<file path="config.mk">
export PLATFORM = sky130hd
export DESIGN_NAME = flash_host
export DESIGN_NICKNAME = d
export VERILOG_FILES = /design/src/flash_host_pkg.sv /design/src/flash_host.sv
export SDC_FILE = /design/constraint.sdc
export NUM_CORES = 1
export LEC_CHECK = 0
export ABC_AREA = 1
export BUFFER_PORTS_ARGS = -buffer_cell sky130_fd_sc_hd__buf_2
export CAP_MARGIN = 30
export CORE_MARGIN = 1
export CORE_UTILIZATION = 46
export DETAILED_ROUTE_END_ITERATION = 7
export PLACE_DENSITY = 0.72
export SLEW_MARGIN = 10
export SYNTH_ARGS = -nofsm -noshare
export SYNTH_HDL_FRONTEND = slang
export SYNTH_SLANG_ARGS = --single-unit
</file>
<file path="constraint.sdc">
create_clock -name SYS_CLK_I -period 1.4 [get_ports SYS_CLK_I]
set_clock_uncertainty 0.05 [all_clocks]
set_input_delay 0.28 -clock SYS_CLK_I [delete_from_list [all_inputs] [get_ports SYS_CLK_I]]
set_output_delay 0.28 -clock SYS_CLK_I [all_outputs]
set_load 0.02 [all_outputs]
</file>
<file path="src/flash_host_pkg.sv">
package flash_host_pkg;
  // ----------------------------------------
  // Clock and timing
  // ----------------------------------------
  localparam int CLK_PERIOD_NS = 50;
  localparam int T_RP_NS       = 500;
  localparam int T_RH_NS       = 50;
  localparam int T_OEPH_NS     = 20;
  localparam int T_RSP_NS      = 4000;
  localparam int T_RRB_NS      = 4000;
  localparam int T_ACC_NS      = 70;
  localparam int T_WP_NS       = 35;
  localparam int T_WPH_NS      = 30;
  localparam int RP_CYC   = (T_RP_NS + CLK_PERIOD_NS - 1) / CLK_PERIOD_NS;
  localparam int RH_CYC   = (T_RH_NS + CLK_PERIOD_NS - 1) / CLK_PERIOD_NS;
  localparam int OEPH_CYC = (T_OEPH_NS + CLK_PERIOD_NS - 1) / CLK_PERIOD_NS;
  localparam int RSP_CYC  = (T_RSP_NS + CLK_PERIOD_NS - 1) / CLK_PERIOD_NS;
  localparam int RRB_CYC  = (T_RRB_NS + CLK_PERIOD_NS - 1) / CLK_PERIOD_NS;
  localparam int ACC_CYC  = (T_ACC_NS + CLK_PERIOD_NS - 1) / CLK_PERIOD_NS + 2;
  localparam int WP_CYC   = (T_WP_NS + CLK_PERIOD_NS - 1) / CLK_PERIOD_NS;
  localparam int WPH_CYC  = (T_WPH_NS + CLK_PERIOD_NS - 1) / CLK_PERIOD_NS;
  localparam int CNT_W    = 8;

  // ----------------------------------------
  // Register map
  // ----------------------------------------
  localparam logic [7:0] CTRL_OFS   = 8'h00;
  localparam logic [7:0] CMD_OFS    = 8'h04;
  localparam logic [7:0] ADDR_OFS   = 8'h08;
  localparam logic [7:0] WDATA_OFS  = 8'h0c;
  localparam logic [7:0] STATUS_OFS = 8'h10;
  localparam logic [7:0] RDATA_OFS  = 8'h14;
  localparam int CTRL_WIDTH_BIT = 0;
  localparam int CTRL_ELEV_BIT  = 1;
  localparam int CTRL_CETOG_BIT = 2;
  localparam int ADDR_SIX_BIT   = 6;
  localparam int ADDR_ONE_BIT   = 1;
  localparam int ADDR_ZERO_BIT  = 0;
  localparam int TOGGLE_BIT     = 6;
  localparam int ES_TOGGLE_BIT  = 2;
  localparam logic [1:0] RESP_OKAY   = 2'h0;
  localparam logic [1:0] RESP_SLVERR = 2'h2;

  typedef enum logic [2:0] {
    OP_NONE      = 3'h0,
    OP_READ      = 3'h1,
    OP_WRITE     = 3'h2,
    OP_RESET     = 3'h3,
    OP_POLL      = 3'h4,
    OP_PROTECT   = 3'h5,
    OP_UNPROTECT = 3'h6
  } op_t;

  typedef enum logic [7:0] {
    ST_IDLE    = 8'h01,
    ST_RST_LOW = 8'h02,
    ST_RST_REC = 8'h04,
    ST_RD_ACT  = 8'h08,
    ST_RD_GAP  = 8'h10,
    ST_WR_ACT  = 8'h20,
    ST_WR_GAP  = 8'h40,
    ST_PENDING = 8'h80
  } state_t;
endpackage

</file>
<file path="src/flash_host.sv">
// Our own choices: the register addresses and register access over AXI4-Lite.
`timescale 1ns/10ps
module flash_host
  import flash_host_pkg::*;
#(
  parameter int ADDR_W = 22,
  parameter int DATA_W = 16
) (
  input  wire logic              SYS_CLK_I,
  input  wire logic              RST_N_I,
  input  wire logic [7:0]        S_AXI_AWADDR_I,
  input  wire logic              S_AXI_AWVALID_I,
  output logic                   S_AXI_AWREADY_O,
  input  wire logic [31:0]       S_AXI_WDATA_I,
  input  wire logic [3:0]        S_AXI_WSTRB_I,
  input  wire logic              S_AXI_WVALID_I,
  output logic                   S_AXI_WREADY_O,
  output logic [1:0]             S_AXI_BRESP_O,
  output logic                   S_AXI_BVALID_O,
  input  wire logic              S_AXI_BREADY_I,
  input  wire logic [7:0]        S_AXI_ARADDR_I,
  input  wire logic              S_AXI_ARVALID_I,
  output logic                   S_AXI_ARREADY_O,
  output logic [31:0]            S_AXI_RDATA_O,
  output logic [1:0]             S_AXI_RRESP_O,
  output logic                   S_AXI_RVALID_O,
  input  wire logic              S_AXI_RREADY_I,
  output logic                   FLASH_RESET_N_O,
  output logic                   FLASH_RESET_ELEV_O,
  output logic                   FLASH_CE_N_O,
  output logic                   FLASH_OE_N_O,
  output logic                   FLASH_WE_N_O,
  output logic                   FLASH_WIDTH_SELECT_O,
  output logic [ADDR_W-1:0]      FLASH_ADDR_O,
  input  wire logic [DATA_W-1:0] FLASH_DQ_I,
  output logic [DATA_W-1:0]      FLASH_DQ_O,
  output logic                   FLASH_DQ_OE_O,
  input  wire logic              FLASH_READY_BUSY_N_I
);
  // ----------------------------------------
  // Pin synchronisers
  // ----------------------------------------
  logic [DATA_W-1:0] dq_s1_reg, dq_s2_reg;
  logic              rb_s1_reg, rb_s2_reg;
  always_ff @(posedge SYS_CLK_I) begin
    dq_s1_reg <= FLASH_DQ_I;
    dq_s2_reg <= dq_s1_reg;
    rb_s1_reg <= FLASH_READY_BUSY_N_I;
    rb_s2_reg <= rb_s1_reg;
  end

  // ----------------------------------------
  // Register and bus state
  // ----------------------------------------
  logic [2:0]        ctrl_reg, ctrl_next;
  logic [ADDR_W-1:0] addr_reg, addr_next;
  logic [DATA_W-1:0] wdata_reg, wdata_next, rdata_reg, rdata_next, prev_reg, prev_next;
  op_t               op_reg, op_next;
  logic              aw_rdy_reg, aw_rdy_next, b_vld_reg, b_vld_next;
  logic [1:0]        b_resp_reg, b_resp_next, r_resp_reg, r_resp_next;
  logic              ar_rdy_reg, ar_rdy_next, r_vld_reg, r_vld_next;
  logic [31:0]       r_data_reg, r_data_next;
  logic              tog_reg, tog_next, es_tog_reg, es_tog_next, first_reg, first_next;
  state_t            state_reg, state_next;
  logic [CNT_W-1:0]  cnt_reg, cnt_next, elev_cnt_reg, elev_cnt_next;
  logic              rst_n_reg, rst_n_next, elev_reg, elev_next;
  logic              ce_n_reg, ce_n_next, oe_n_reg, oe_n_next, we_n_reg, we_n_next;
  logic              dq_oe_reg, dq_oe_next;
  logic [ADDR_W-1:0] pin_addr_reg, pin_addr_next;
  logic              elev_ok, busy, wr_go;

  assign busy    = (state_reg != ST_IDLE);
  assign elev_ok = !elev_reg || (elev_cnt_reg >= CNT_W'(RSP_CYC));

  // ----------------------------------------
  // Bus slave
  // ----------------------------------------
  always_comb begin
    ctrl_next   = ctrl_reg;
    addr_next   = addr_reg;
    wdata_next  = wdata_reg;
    op_next     = op_reg;
    aw_rdy_next = 1'b0;
    b_vld_next  = b_vld_reg && !S_AXI_BREADY_I;
    b_resp_next = b_resp_reg;
    ar_rdy_next = 1'b0;
    r_vld_next  = r_vld_reg && !S_AXI_RREADY_I;
    r_data_next = r_data_reg;
    r_resp_next = r_resp_reg;
    wr_go       = S_AXI_AWVALID_I && S_AXI_WVALID_I && !aw_rdy_reg && !b_vld_reg;
    if (busy && state_next == ST_IDLE) begin
      op_next = OP_NONE;
    end
    if (wr_go) begin
      aw_rdy_next = 1'b1;
      b_vld_next  = 1'b1;
      b_resp_next = RESP_OKAY;
      unique case (S_AXI_AWADDR_I)
        CTRL_OFS:  ctrl_next  = S_AXI_WDATA_I[2:0];
        CMD_OFS: begin
          if (!busy) begin
            op_next = op_t'(S_AXI_WDATA_I[2:0]);
          end
        end
        ADDR_OFS:  addr_next  = S_AXI_WDATA_I[ADDR_W-1:0];
        WDATA_OFS: wdata_next = S_AXI_WDATA_I[DATA_W-1:0];
        STATUS_OFS, RDATA_OFS: ;
        default:   b_resp_next = RESP_SLVERR;
      endcase
    end
    if (S_AXI_ARVALID_I && !ar_rdy_reg && !r_vld_reg) begin
      ar_rdy_next = 1'b1;
      r_vld_next  = 1'b1;
      r_resp_next = RESP_OKAY;
      r_data_next = 32'h0;
      unique case (S_AXI_ARADDR_I)
        CTRL_OFS:   r_data_next[2:0] = ctrl_reg;
        CMD_OFS:    r_data_next[2:0] = op_reg;
        ADDR_OFS:   r_data_next[ADDR_W-1:0] = addr_reg;
        WDATA_OFS:  r_data_next[DATA_W-1:0] = wdata_reg;
        STATUS_OFS: r_data_next[5:0] = {es_tog_reg, tog_reg, elev_ok, elev_reg, rb_s2_reg, busy};
        RDATA_OFS:  r_data_next[DATA_W-1:0] = rdata_reg;
        default:    r_resp_next = RESP_SLVERR;
      endcase
    end
  end

  always_ff @(posedge SYS_CLK_I) begin
    if (!RST_N_I) begin
      ctrl_reg   <= 3'h0;
      addr_reg   <= '0;
      wdata_reg  <= '0;
      op_reg     <= OP_NONE;
      aw_rdy_reg <= 1'b0;
      b_vld_reg  <= 1'b0;
      b_resp_reg <= RESP_OKAY;
      ar_rdy_reg <= 1'b0;
      r_vld_reg  <= 1'b0;
      r_data_reg <= 32'h0;
      r_resp_reg <= RESP_OKAY;
    end else begin
      ctrl_reg   <= ctrl_next;
      addr_reg   <= addr_next;
      wdata_reg  <= wdata_next;
      op_reg     <= op_next;
      aw_rdy_reg <= aw_rdy_next;
      b_vld_reg  <= b_vld_next;
      b_resp_reg <= b_resp_next;
      ar_rdy_reg <= ar_rdy_next;
      r_vld_reg  <= r_vld_next;
      r_data_reg <= r_data_next;
      r_resp_reg <= r_resp_next;
    end
  end

  // ----------------------------------------
  // Flash cycle sequencer
  // ----------------------------------------
  always_comb begin
    state_next    = state_reg;
    cnt_next      = cnt_reg;
    rst_n_next    = rst_n_reg;
    ce_n_next     = ce_n_reg;
    oe_n_next     = oe_n_reg;
    we_n_next     = we_n_reg;
    dq_oe_next    = dq_oe_reg;
    pin_addr_next = pin_addr_reg;
    rdata_next    = rdata_reg;
    prev_next     = prev_reg;
    tog_next      = tog_reg;
    es_tog_next   = es_tog_reg;
    first_next    = first_reg;
    elev_next     = elev_reg;
    elev_cnt_next = elev_cnt_reg;
    // Elevated reset timing: counts ready time since raise or since busy last ended
    if (!elev_reg || !rb_s2_reg) begin
      elev_cnt_next = '0;
    end else if (elev_cnt_reg != '1) begin
      elev_cnt_next = elev_cnt_reg + 1'b1;
    end
    if (ctrl_reg[CTRL_ELEV_BIT] && !elev_reg) begin
      elev_next = 1'b1;
    end else if (!ctrl_reg[CTRL_ELEV_BIT] && elev_reg && !busy
                 && rb_s2_reg && elev_cnt_reg >= CNT_W'(RRB_CYC)) begin
      elev_next = 1'b0;
    end
    unique case (state_reg)
      ST_IDLE: begin
        if (op_reg != OP_NONE) begin
          state_next = ST_PENDING;
        end
      end
      ST_PENDING: begin
        cnt_next = '0;
        unique case (op_reg)
          OP_RESET: begin
            rst_n_next = 1'b0;
            state_next = ST_RST_LOW;
          end
          OP_READ, OP_POLL: begin
            first_next    = 1'b1;
            tog_next      = 1'b0;
            es_tog_next   = 1'b0;
            ce_n_next     = 1'b0;
            oe_n_next     = 1'b0;
            pin_addr_next = addr_reg;
            state_next    = ST_RD_ACT;
          end
          OP_WRITE, OP_PROTECT, OP_UNPROTECT: begin
            pin_addr_next = addr_reg;
            if (op_reg != OP_WRITE) begin
              pin_addr_next[ADDR_SIX_BIT]  = (op_reg == OP_UNPROTECT);
              pin_addr_next[ADDR_ONE_BIT]  = 1'b1;
              pin_addr_next[ADDR_ZERO_BIT] = 1'b0;
            end
            ce_n_next  = 1'b0;
            we_n_next  = 1'b0;
            dq_oe_next = 1'b1;
            state_next = ST_WR_ACT;
          end
          default: state_next = ST_IDLE;
        endcase
        if (!elev_ok && (op_reg == OP_WRITE || op_reg == OP_PROTECT
                         || op_reg == OP_UNPROTECT)) begin
          state_next    = ST_PENDING;
          ce_n_next     = 1'b1;
          we_n_next     = 1'b1;
          dq_oe_next    = 1'b0;
          pin_addr_next = pin_addr_reg;
        end
      end
      ST_RST_LOW: begin
        cnt_next = cnt_reg + 1'b1;
        if (cnt_reg == CNT_W'(RP_CYC - 1)) begin
          rst_n_next = 1'b1;
          cnt_next   = '0;
          state_next = ST_RST_REC;
        end
      end
      ST_RST_REC: begin
        cnt_next = cnt_reg + 1'b1;
        if (cnt_reg == CNT_W'(RH_CYC - 1)) begin
          state_next = ST_IDLE;
        end
      end
      ST_RD_ACT: begin
        cnt_next = cnt_reg + 1'b1;
        if (cnt_reg == CNT_W'(ACC_CYC - 1)) begin
          rdata_next = dq_s2_reg;
          prev_next  = dq_s2_reg;
          first_next = 1'b0;
          cnt_next   = '0;
          oe_n_next  = 1'b1;
          ce_n_next  = 1'b1;
          state_next = ST_IDLE;
          if (op_reg == OP_POLL) begin
            ce_n_next  = ctrl_reg[CTRL_CETOG_BIT];
            state_next = ST_RD_GAP;
            if (!first_reg) begin
              tog_next    = tog_reg | (dq_s2_reg[TOGGLE_BIT] != prev_reg[TOGGLE_BIT]);
              es_tog_next = es_tog_reg
                            | (dq_s2_reg[ES_TOGGLE_BIT] != prev_reg[ES_TOGGLE_BIT]);
              if (dq_s2_reg[TOGGLE_BIT] == prev_reg[TOGGLE_BIT]) begin
                ce_n_next  = 1'b1;
                state_next = ST_IDLE;
              end
            end
          end
        end
      end
      ST_RD_GAP: begin
        cnt_next = cnt_reg + 1'b1;
        if (cnt_reg == CNT_W'(OEPH_CYC - 1)) begin
          cnt_next   = '0;
          oe_n_next  = 1'b0;
          ce_n_next  = 1'b0;
          state_next = ST_RD_ACT;
        end
      end
      ST_WR_ACT: begin
        cnt_next = cnt_reg + 1'b1;
        if (cnt_reg == CNT_W'(WP_CYC - 1)) begin
          cnt_next   = '0;
          we_n_next  = 1'b1;
          state_next = ST_WR_GAP;
        end
      end
      ST_WR_GAP: begin
        cnt_next   = cnt_reg + 1'b1;
        ce_n_next  = 1'b1;
        dq_oe_next = 1'b0;
        if (cnt_reg == CNT_W'(WPH_CYC - 1)) begin
          state_next = ST_IDLE;
        end
      end
    endcase
  end

  always_ff @(posedge SYS_CLK_I) begin
    if (!RST_N_I) begin
      state_reg    <= ST_IDLE;
      cnt_reg      <= '0;
      rst_n_reg    <= 1'b1;
      ce_n_reg     <= 1'b1;
      oe_n_reg     <= 1'b1;
      we_n_reg     <= 1'b1;
      dq_oe_reg    <= 1'b0;
      pin_addr_reg <= '0;
      rdata_reg    <= '0;
      prev_reg     <= '0;
      tog_reg      <= 1'b0;
      es_tog_reg   <= 1'b0;
      first_reg    <= 1'b0;
      elev_reg     <= 1'b0;
      elev_cnt_reg <= '0;
    end else begin
      state_reg    <= state_next;
      cnt_reg      <= cnt_next;
      rst_n_reg    <= rst_n_next;
      ce_n_reg     <= ce_n_next;
      oe_n_reg     <= oe_n_next;
      we_n_reg     <= we_n_next;
      dq_oe_reg    <= dq_oe_next;
      pin_addr_reg <= pin_addr_next;
      rdata_reg    <= rdata_next;
      prev_reg     <= prev_next;
      tog_reg      <= tog_next;
      es_tog_reg   <= es_tog_next;
      first_reg    <= first_next;
      elev_reg     <= elev_next;
      elev_cnt_reg <= elev_cnt_next;
    end
  end

  assign S_AXI_AWREADY_O      = aw_rdy_reg;
  assign S_AXI_WREADY_O       = aw_rdy_reg;
  assign S_AXI_BVALID_O       = b_vld_reg;
  assign S_AXI_BRESP_O        = b_resp_reg;
  assign S_AXI_ARREADY_O      = ar_rdy_reg;
  assign S_AXI_RVALID_O       = r_vld_reg;
  assign S_AXI_RDATA_O        = r_data_reg;
  assign S_AXI_RRESP_O        = r_resp_reg;
  assign FLASH_RESET_N_O      = rst_n_reg;
  assign FLASH_RESET_ELEV_O   = elev_reg;
  assign FLASH_CE_N_O         = ce_n_reg;
  assign FLASH_OE_N_O         = oe_n_reg;
  assign FLASH_WE_N_O         = we_n_reg;
  assign FLASH_WIDTH_SELECT_O = ctrl_reg[CTRL_WIDTH_BIT];
  assign FLASH_ADDR_O         = pin_addr_reg;
  assign FLASH_DQ_O           = wdata_reg;
  assign FLASH_DQ_OE_O        = dq_oe_reg;

  // ----------------------------------------
  // Checks
  // ----------------------------------------
  logic [CNT_W-1:0] oe_hi_cnt_reg;
  always_ff @(posedge SYS_CLK_I) begin
    if (!RST_N_I || !oe_n_reg) oe_hi_cnt_reg <= '0;
    else if (oe_hi_cnt_reg != '1) oe_hi_cnt_reg <= oe_hi_cnt_reg + 1'b1;
  end

  property p_reset_recovery;
    @(posedge SYS_CLK_I) disable iff (!RST_N_I) $rose(rst_n_reg) |-> oe_n_reg [*2];
  endproperty
  a_reset_recovery: assert property (p_reset_recovery) else $error("Read too soon after reset");

  property p_poll_ce_cycle;
    @(posedge SYS_CLK_I) disable iff (!RST_N_I)
      (state_reg == ST_RD_GAP && ctrl_reg[CTRL_CETOG_BIT]) |-> ce_n_reg && oe_n_reg;
  endproperty
  a_poll_ce_cycle: assert property (p_poll_ce_cycle) else $error("Chip enable not cycled");

  property p_oe_gap;
    @(posedge SYS_CLK_I) disable iff (!RST_N_I)
      $fell(oe_n_reg) |-> oe_hi_cnt_reg >= CNT_W'(OEPH_CYC);
  endproperty
  a_oe_gap: assert property (p_oe_gap) else $error("Output enable gap too short");

  property p_protect_addr;
    @(posedge SYS_CLK_I) disable iff (!RST_N_I)
      ($fell(we_n_reg) && op_reg == OP_PROTECT) |-> !FLASH_ADDR_O[ADDR_SIX_BIT]
        && FLASH_ADDR_O[ADDR_ONE_BIT] && !FLASH_ADDR_O[ADDR_ZERO_BIT];
  endproperty
  a_protect_addr: assert property (p_protect_addr) else $error("Bad protect address");

  property p_unprotect_addr;
    @(posedge SYS_CLK_I) disable iff (!RST_N_I)
      ($fell(we_n_reg) && op_reg == OP_UNPROTECT) |-> FLASH_ADDR_O[ADDR_SIX_BIT]
        && FLASH_ADDR_O[ADDR_ONE_BIT] && !FLASH_ADDR_O[ADDR_ZERO_BIT];
  endproperty
  a_unprotect_addr: assert property (p_unprotect_addr) else $error("Bad unprotect address");

  property p_elev_setup;
    @(posedge SYS_CLK_I) disable iff (!RST_N_I)
      ($fell(we_n_reg) && elev_reg) |-> $past(elev_cnt_reg) >= CNT_W'(RSP_CYC);
  endproperty
  a_elev_setup: assert property (p_elev_setup) else $error("Write before unprotect setup");

  property p_elev_hold;
    @(posedge SYS_CLK_I) disable iff (!RST_N_I)
      $fell(elev_reg) |-> $past(rb_s2_reg) && $past(elev_cnt_reg) >= CNT_W'(RRB_CYC);
  endproperty
  a_elev_hold: assert property (p_elev_hold) else $error("Unprotect level dropped early");
endmodule

</file>
==> flow_summary.json <==
{
  "boundaryPins": 162,
  "p_sw_uw": 2541,
  "ys_seq_area_frac": 0.4527,
  "syn_area_per_cell_sq_um": 7.315,
  "worstSetupPathType": "flip-flop to flip-flop",
  "hold_class": "input port to flip-flop",
  "slew_violations": 0,
  "fmax_mhz": 609.5,
  "hold_path_depth": 3,
  "power.leakage_uw": 0.005268,
  "cts_buffer_depth": 2,
  "p_int_uw": 8601,
  "hpwl_mm": 15.96,
  "core-area_sq_mm": 0.01658,
  "min_to": "addr_reg[20]",
  "status": "complete, but fails checks",
  "ant_nets": 0,
  "critPathCaptureType": "flip-flop",
  "timing.rr.end": "FLASH_ADDR_O[11]",
  "ys_seq_elements": 177,
  "reg2reg_from": "state_reg[2]",
  "cts.root.buffer_cell": "clkbuf_16",
  "hold_viol": 0,
  "final_area_sq_mm": 0.01144,
  "globalRouteOverflowTotal": 0,
  "seqCellArea_sq_mm": 0.003583,
  "switching_share": 0.2281,
  "cap_violations": 0,
  "drc_errors": 0,
  "num_rows": 47,
  "dieWidth_um": 132.4,
  "crit_fanout": 6,
  "gp_routability_congestion": 0.8938,
  "numPortBuffers": 135,
  "grt_max_degree": 38,
  "r2r_setup_slack_ns": -0.24,
  "postRouteWirelength_mm": 25.58,
  "multiInputGateArea_sq_mm": 0.004222,
  "yosys_warnings": 0,
  "dr_total_vias": 8443,
  "min_period_ns": 1.641,
  "r2r_cells": 9,
  "worstHoldStart": "S_AXI_WDATA_I[20]",
  "grt_pass1_vias": 7721,
  "cellPowerDensity_mw_per_mm2": 974.0,
  "failed_checks": "negative setup slack",
  "setup_slack_ns": -0.2407,
  "arrival_ns": 1.95,
  "drt_iter0_markers": 810,
  "cts_sinks": 177,
  "worstPathRequired_ns": 1.71,
  "antenna_found_initial": 2,
  "drtPass1Iterations": 5,
  "combinationalPowerShare": 0.055,
  "clkTransAtPathRegs_ns": 0.07,
  "nFillCells": 1260,
  "startpoint_type": "flip-flop",
  "start_util": 0.4720,
  "vias_per_cell": 5.344,
  "die_h_um": 132.4,
  "synth_cell_types": 38,
  "drive_gt1_frac": 0.3825,
  "ir_drop_mv": 1.049,
  "placed_area_sq_mm": 0.009468,
  "syn_inst": 1070,
  "pwr-share-seq": 0.462,
  "die_area_sq_mm": 0.01754,
  "crit_start": "state_reg[2]",
  "netlist_area_sq_mm": 0.007828,
  "cts_made_buffers": 17,
  "area_delta_synth_final_pct": 46.15,
  "nets": 1425,
  "tritoncts": "yes",
  "wl_per_cell_um": 16.19,
  "dp_worst_setup_slack_ns": -0.2476,
  "grt_usage": 0.2759,
  "period_share": 1.172,
  "grt_pass1_wl_mm": 38.27,
  "p_clk_frac": 0.483,
  "finalSetupViolCount": 79,
  "rsz0062_at_grt": "true",
  "insertion_delay_ns": 0.43,
  "htree_num_levels": 4
}
==> power groups by stage <==
stage	combinational [uW]	sequential (uW)	clock, uW
4_1_cts	574	5150	5380
2_1_floorplan	256	5310	0
6_report	608	5150	5380
3_5_place_dp	523	5270	0
3_3_place_gp	517	5270	0
5_1_grt	654	5160	5640
==> final cells by class <==
| cell class | instances | share of cell area |
|---|---|---|
| inverters | 99 | 0.03423 |
| clock buffers | 18 | 0.03839 |
| diodes | 3 | 0.0006562 |
| flip-flops and latches | 177 | 0.3132 |
| multi-input cells | 747 | 0.3690 |
| repair buffers | 302 | 0.2007 |
| clock inverters | 14 | 0.01969 |
| well taps | 220 | 0.02406 |
==> per-stage QoR <==
| step | instances | util | setup TNS [ns] | total power (uW) | hold slack [ns] |
|---|---|---|---|---|---|
| after CTS | 1566 | 0.6612 | -2.961 | 11110 | 0.02289 |
| final | 1580 | 0.6898 | -11.00 | 11140 | 0.03832 |
| after global routing | 1579 | 0.6897 | -15.89 | 11450 | 0.03216 |
| after detailed placement | 1492 | 0.5709 | -18.48 | 5795 | 0.2628 |
| after global placement | 1492 | 0.5709 | -15.28 | 5788 | 0.2613 |
| after floorplan | 1081 | - | -0.1510 | 5563 | 0.2577 |
==> per-layer routing <==
layer	share of wire	up-vias	global-route usage
met3	0.075	61	0.05785
met4	0.027	0	0.1028
met5	0	-	0
met1	0.42	3935	0.3570
li1	-	4037	-
met2	0.48	410	0.4523
==> synth_stat cells <==
library cell    n  area [sq um]
clkinv_1        2         7.510
nor2_1        109         409.1
and3_1          1         6.260
conb_1          1         3.750
a31oi_1         6         37.54
o211ai_1        4         30.03
buf_4          18         135.1
buf_6           8         90.09
o21bai_1        1         7.510
inv_2          12         45.04
nor4_1          1         6.260
dfxtp_1       177          3543
o2111ai_1       1         8.760
o21ai_1         2         10.01
nand2_2         8         50.05
nand3_2         2         20.02
o22ai_1         2         12.51
nor3_1          5         25.02
nor3_2          4         40.04
nor2_4          9         101.4
clkbuf_1       20         75.07
nor3_4          1         16.27
nand3_1       107         535.5
o21a_1          3         22.52
nand2_1       232         870.8
nand4_1        22         137.6
a211o_1         1         8.760
nand2_4         5         56.30
inv_1          85         319.1
nor2_8          1         20.02
xor2_1          3         26.28
nor2_2         11         68.82
ha_1            5         62.56
buf_2          15         75.07
a21oi_1       116         580.6
a211oi_1        2         15.01
nand3b_1        3         22.52
o21ai_0        65         325.3
==> critical path, stage by stage (launching register included) <==
cell and delay (ns):
dfxtp_4 0.37, nor2_4 0.17, nand2_4 0.11, inv_6 0.10
nand2_8 0.07, nor3_4 0.16, buf_12 0.15, clkbuf_16 0.16
nand2_4 0.05, a21oi_2 0.16
==> cells by family (layout without fill, tap and decap cells) <==
family,after synthesis,count (layout),synth area share
other cells,1,15,0.0004791
buf+inv,160,433,0.09543
flops,177,177,0.4527
fa+ha+maj,5,5,0.007992
xor+xnor,3,3,0.003357
compound gates,203,203,0.1352
simple gates,521,524,0.3048
==> what timing repair did <==
item | 4_1_cts | 5_1_grt
endpoints found under the hold margin | 19 | 0
gates resized for setup | 139 | 115
setup buffers | 17 | 8
cloned | 6 | 4
pin swaps | 53 | 30
hold buffers | 19 | 0
endpoints found under the setup margin | 94 | 102
==> cell usage in the layout (no fill, tap or decap), drive strengths merged, types with 5 or more instances in the layout <==
cell,count
clkbuf,21
nand2,248
bufinv,5
nor3,10
conb,12
nand4,22
a21oi,116
a31oi,6
buf,280
ha,5
dfxtp,177
o21ai,67
dlygate4sd3,19
nand3,109
inv,102
nor2,130
==> worst max-delay path by stage <==
stage	to	slack [ns]	cells past startpoint
floorplan	FLASH_CE_N_O	-0.01	9
CTS	prev_reg[10]	-0.08	9
global route	FLASH_ADDR_O[11]	-0.30	9
global placement	FLASH_CE_N_O	-0.22	9
finish	FLASH_ADDR_O[11]	-0.24	9
detailed placement	cnt_reg[6]	-0.25	7
No activity file was read; power rests on OpenSTA's default activity.
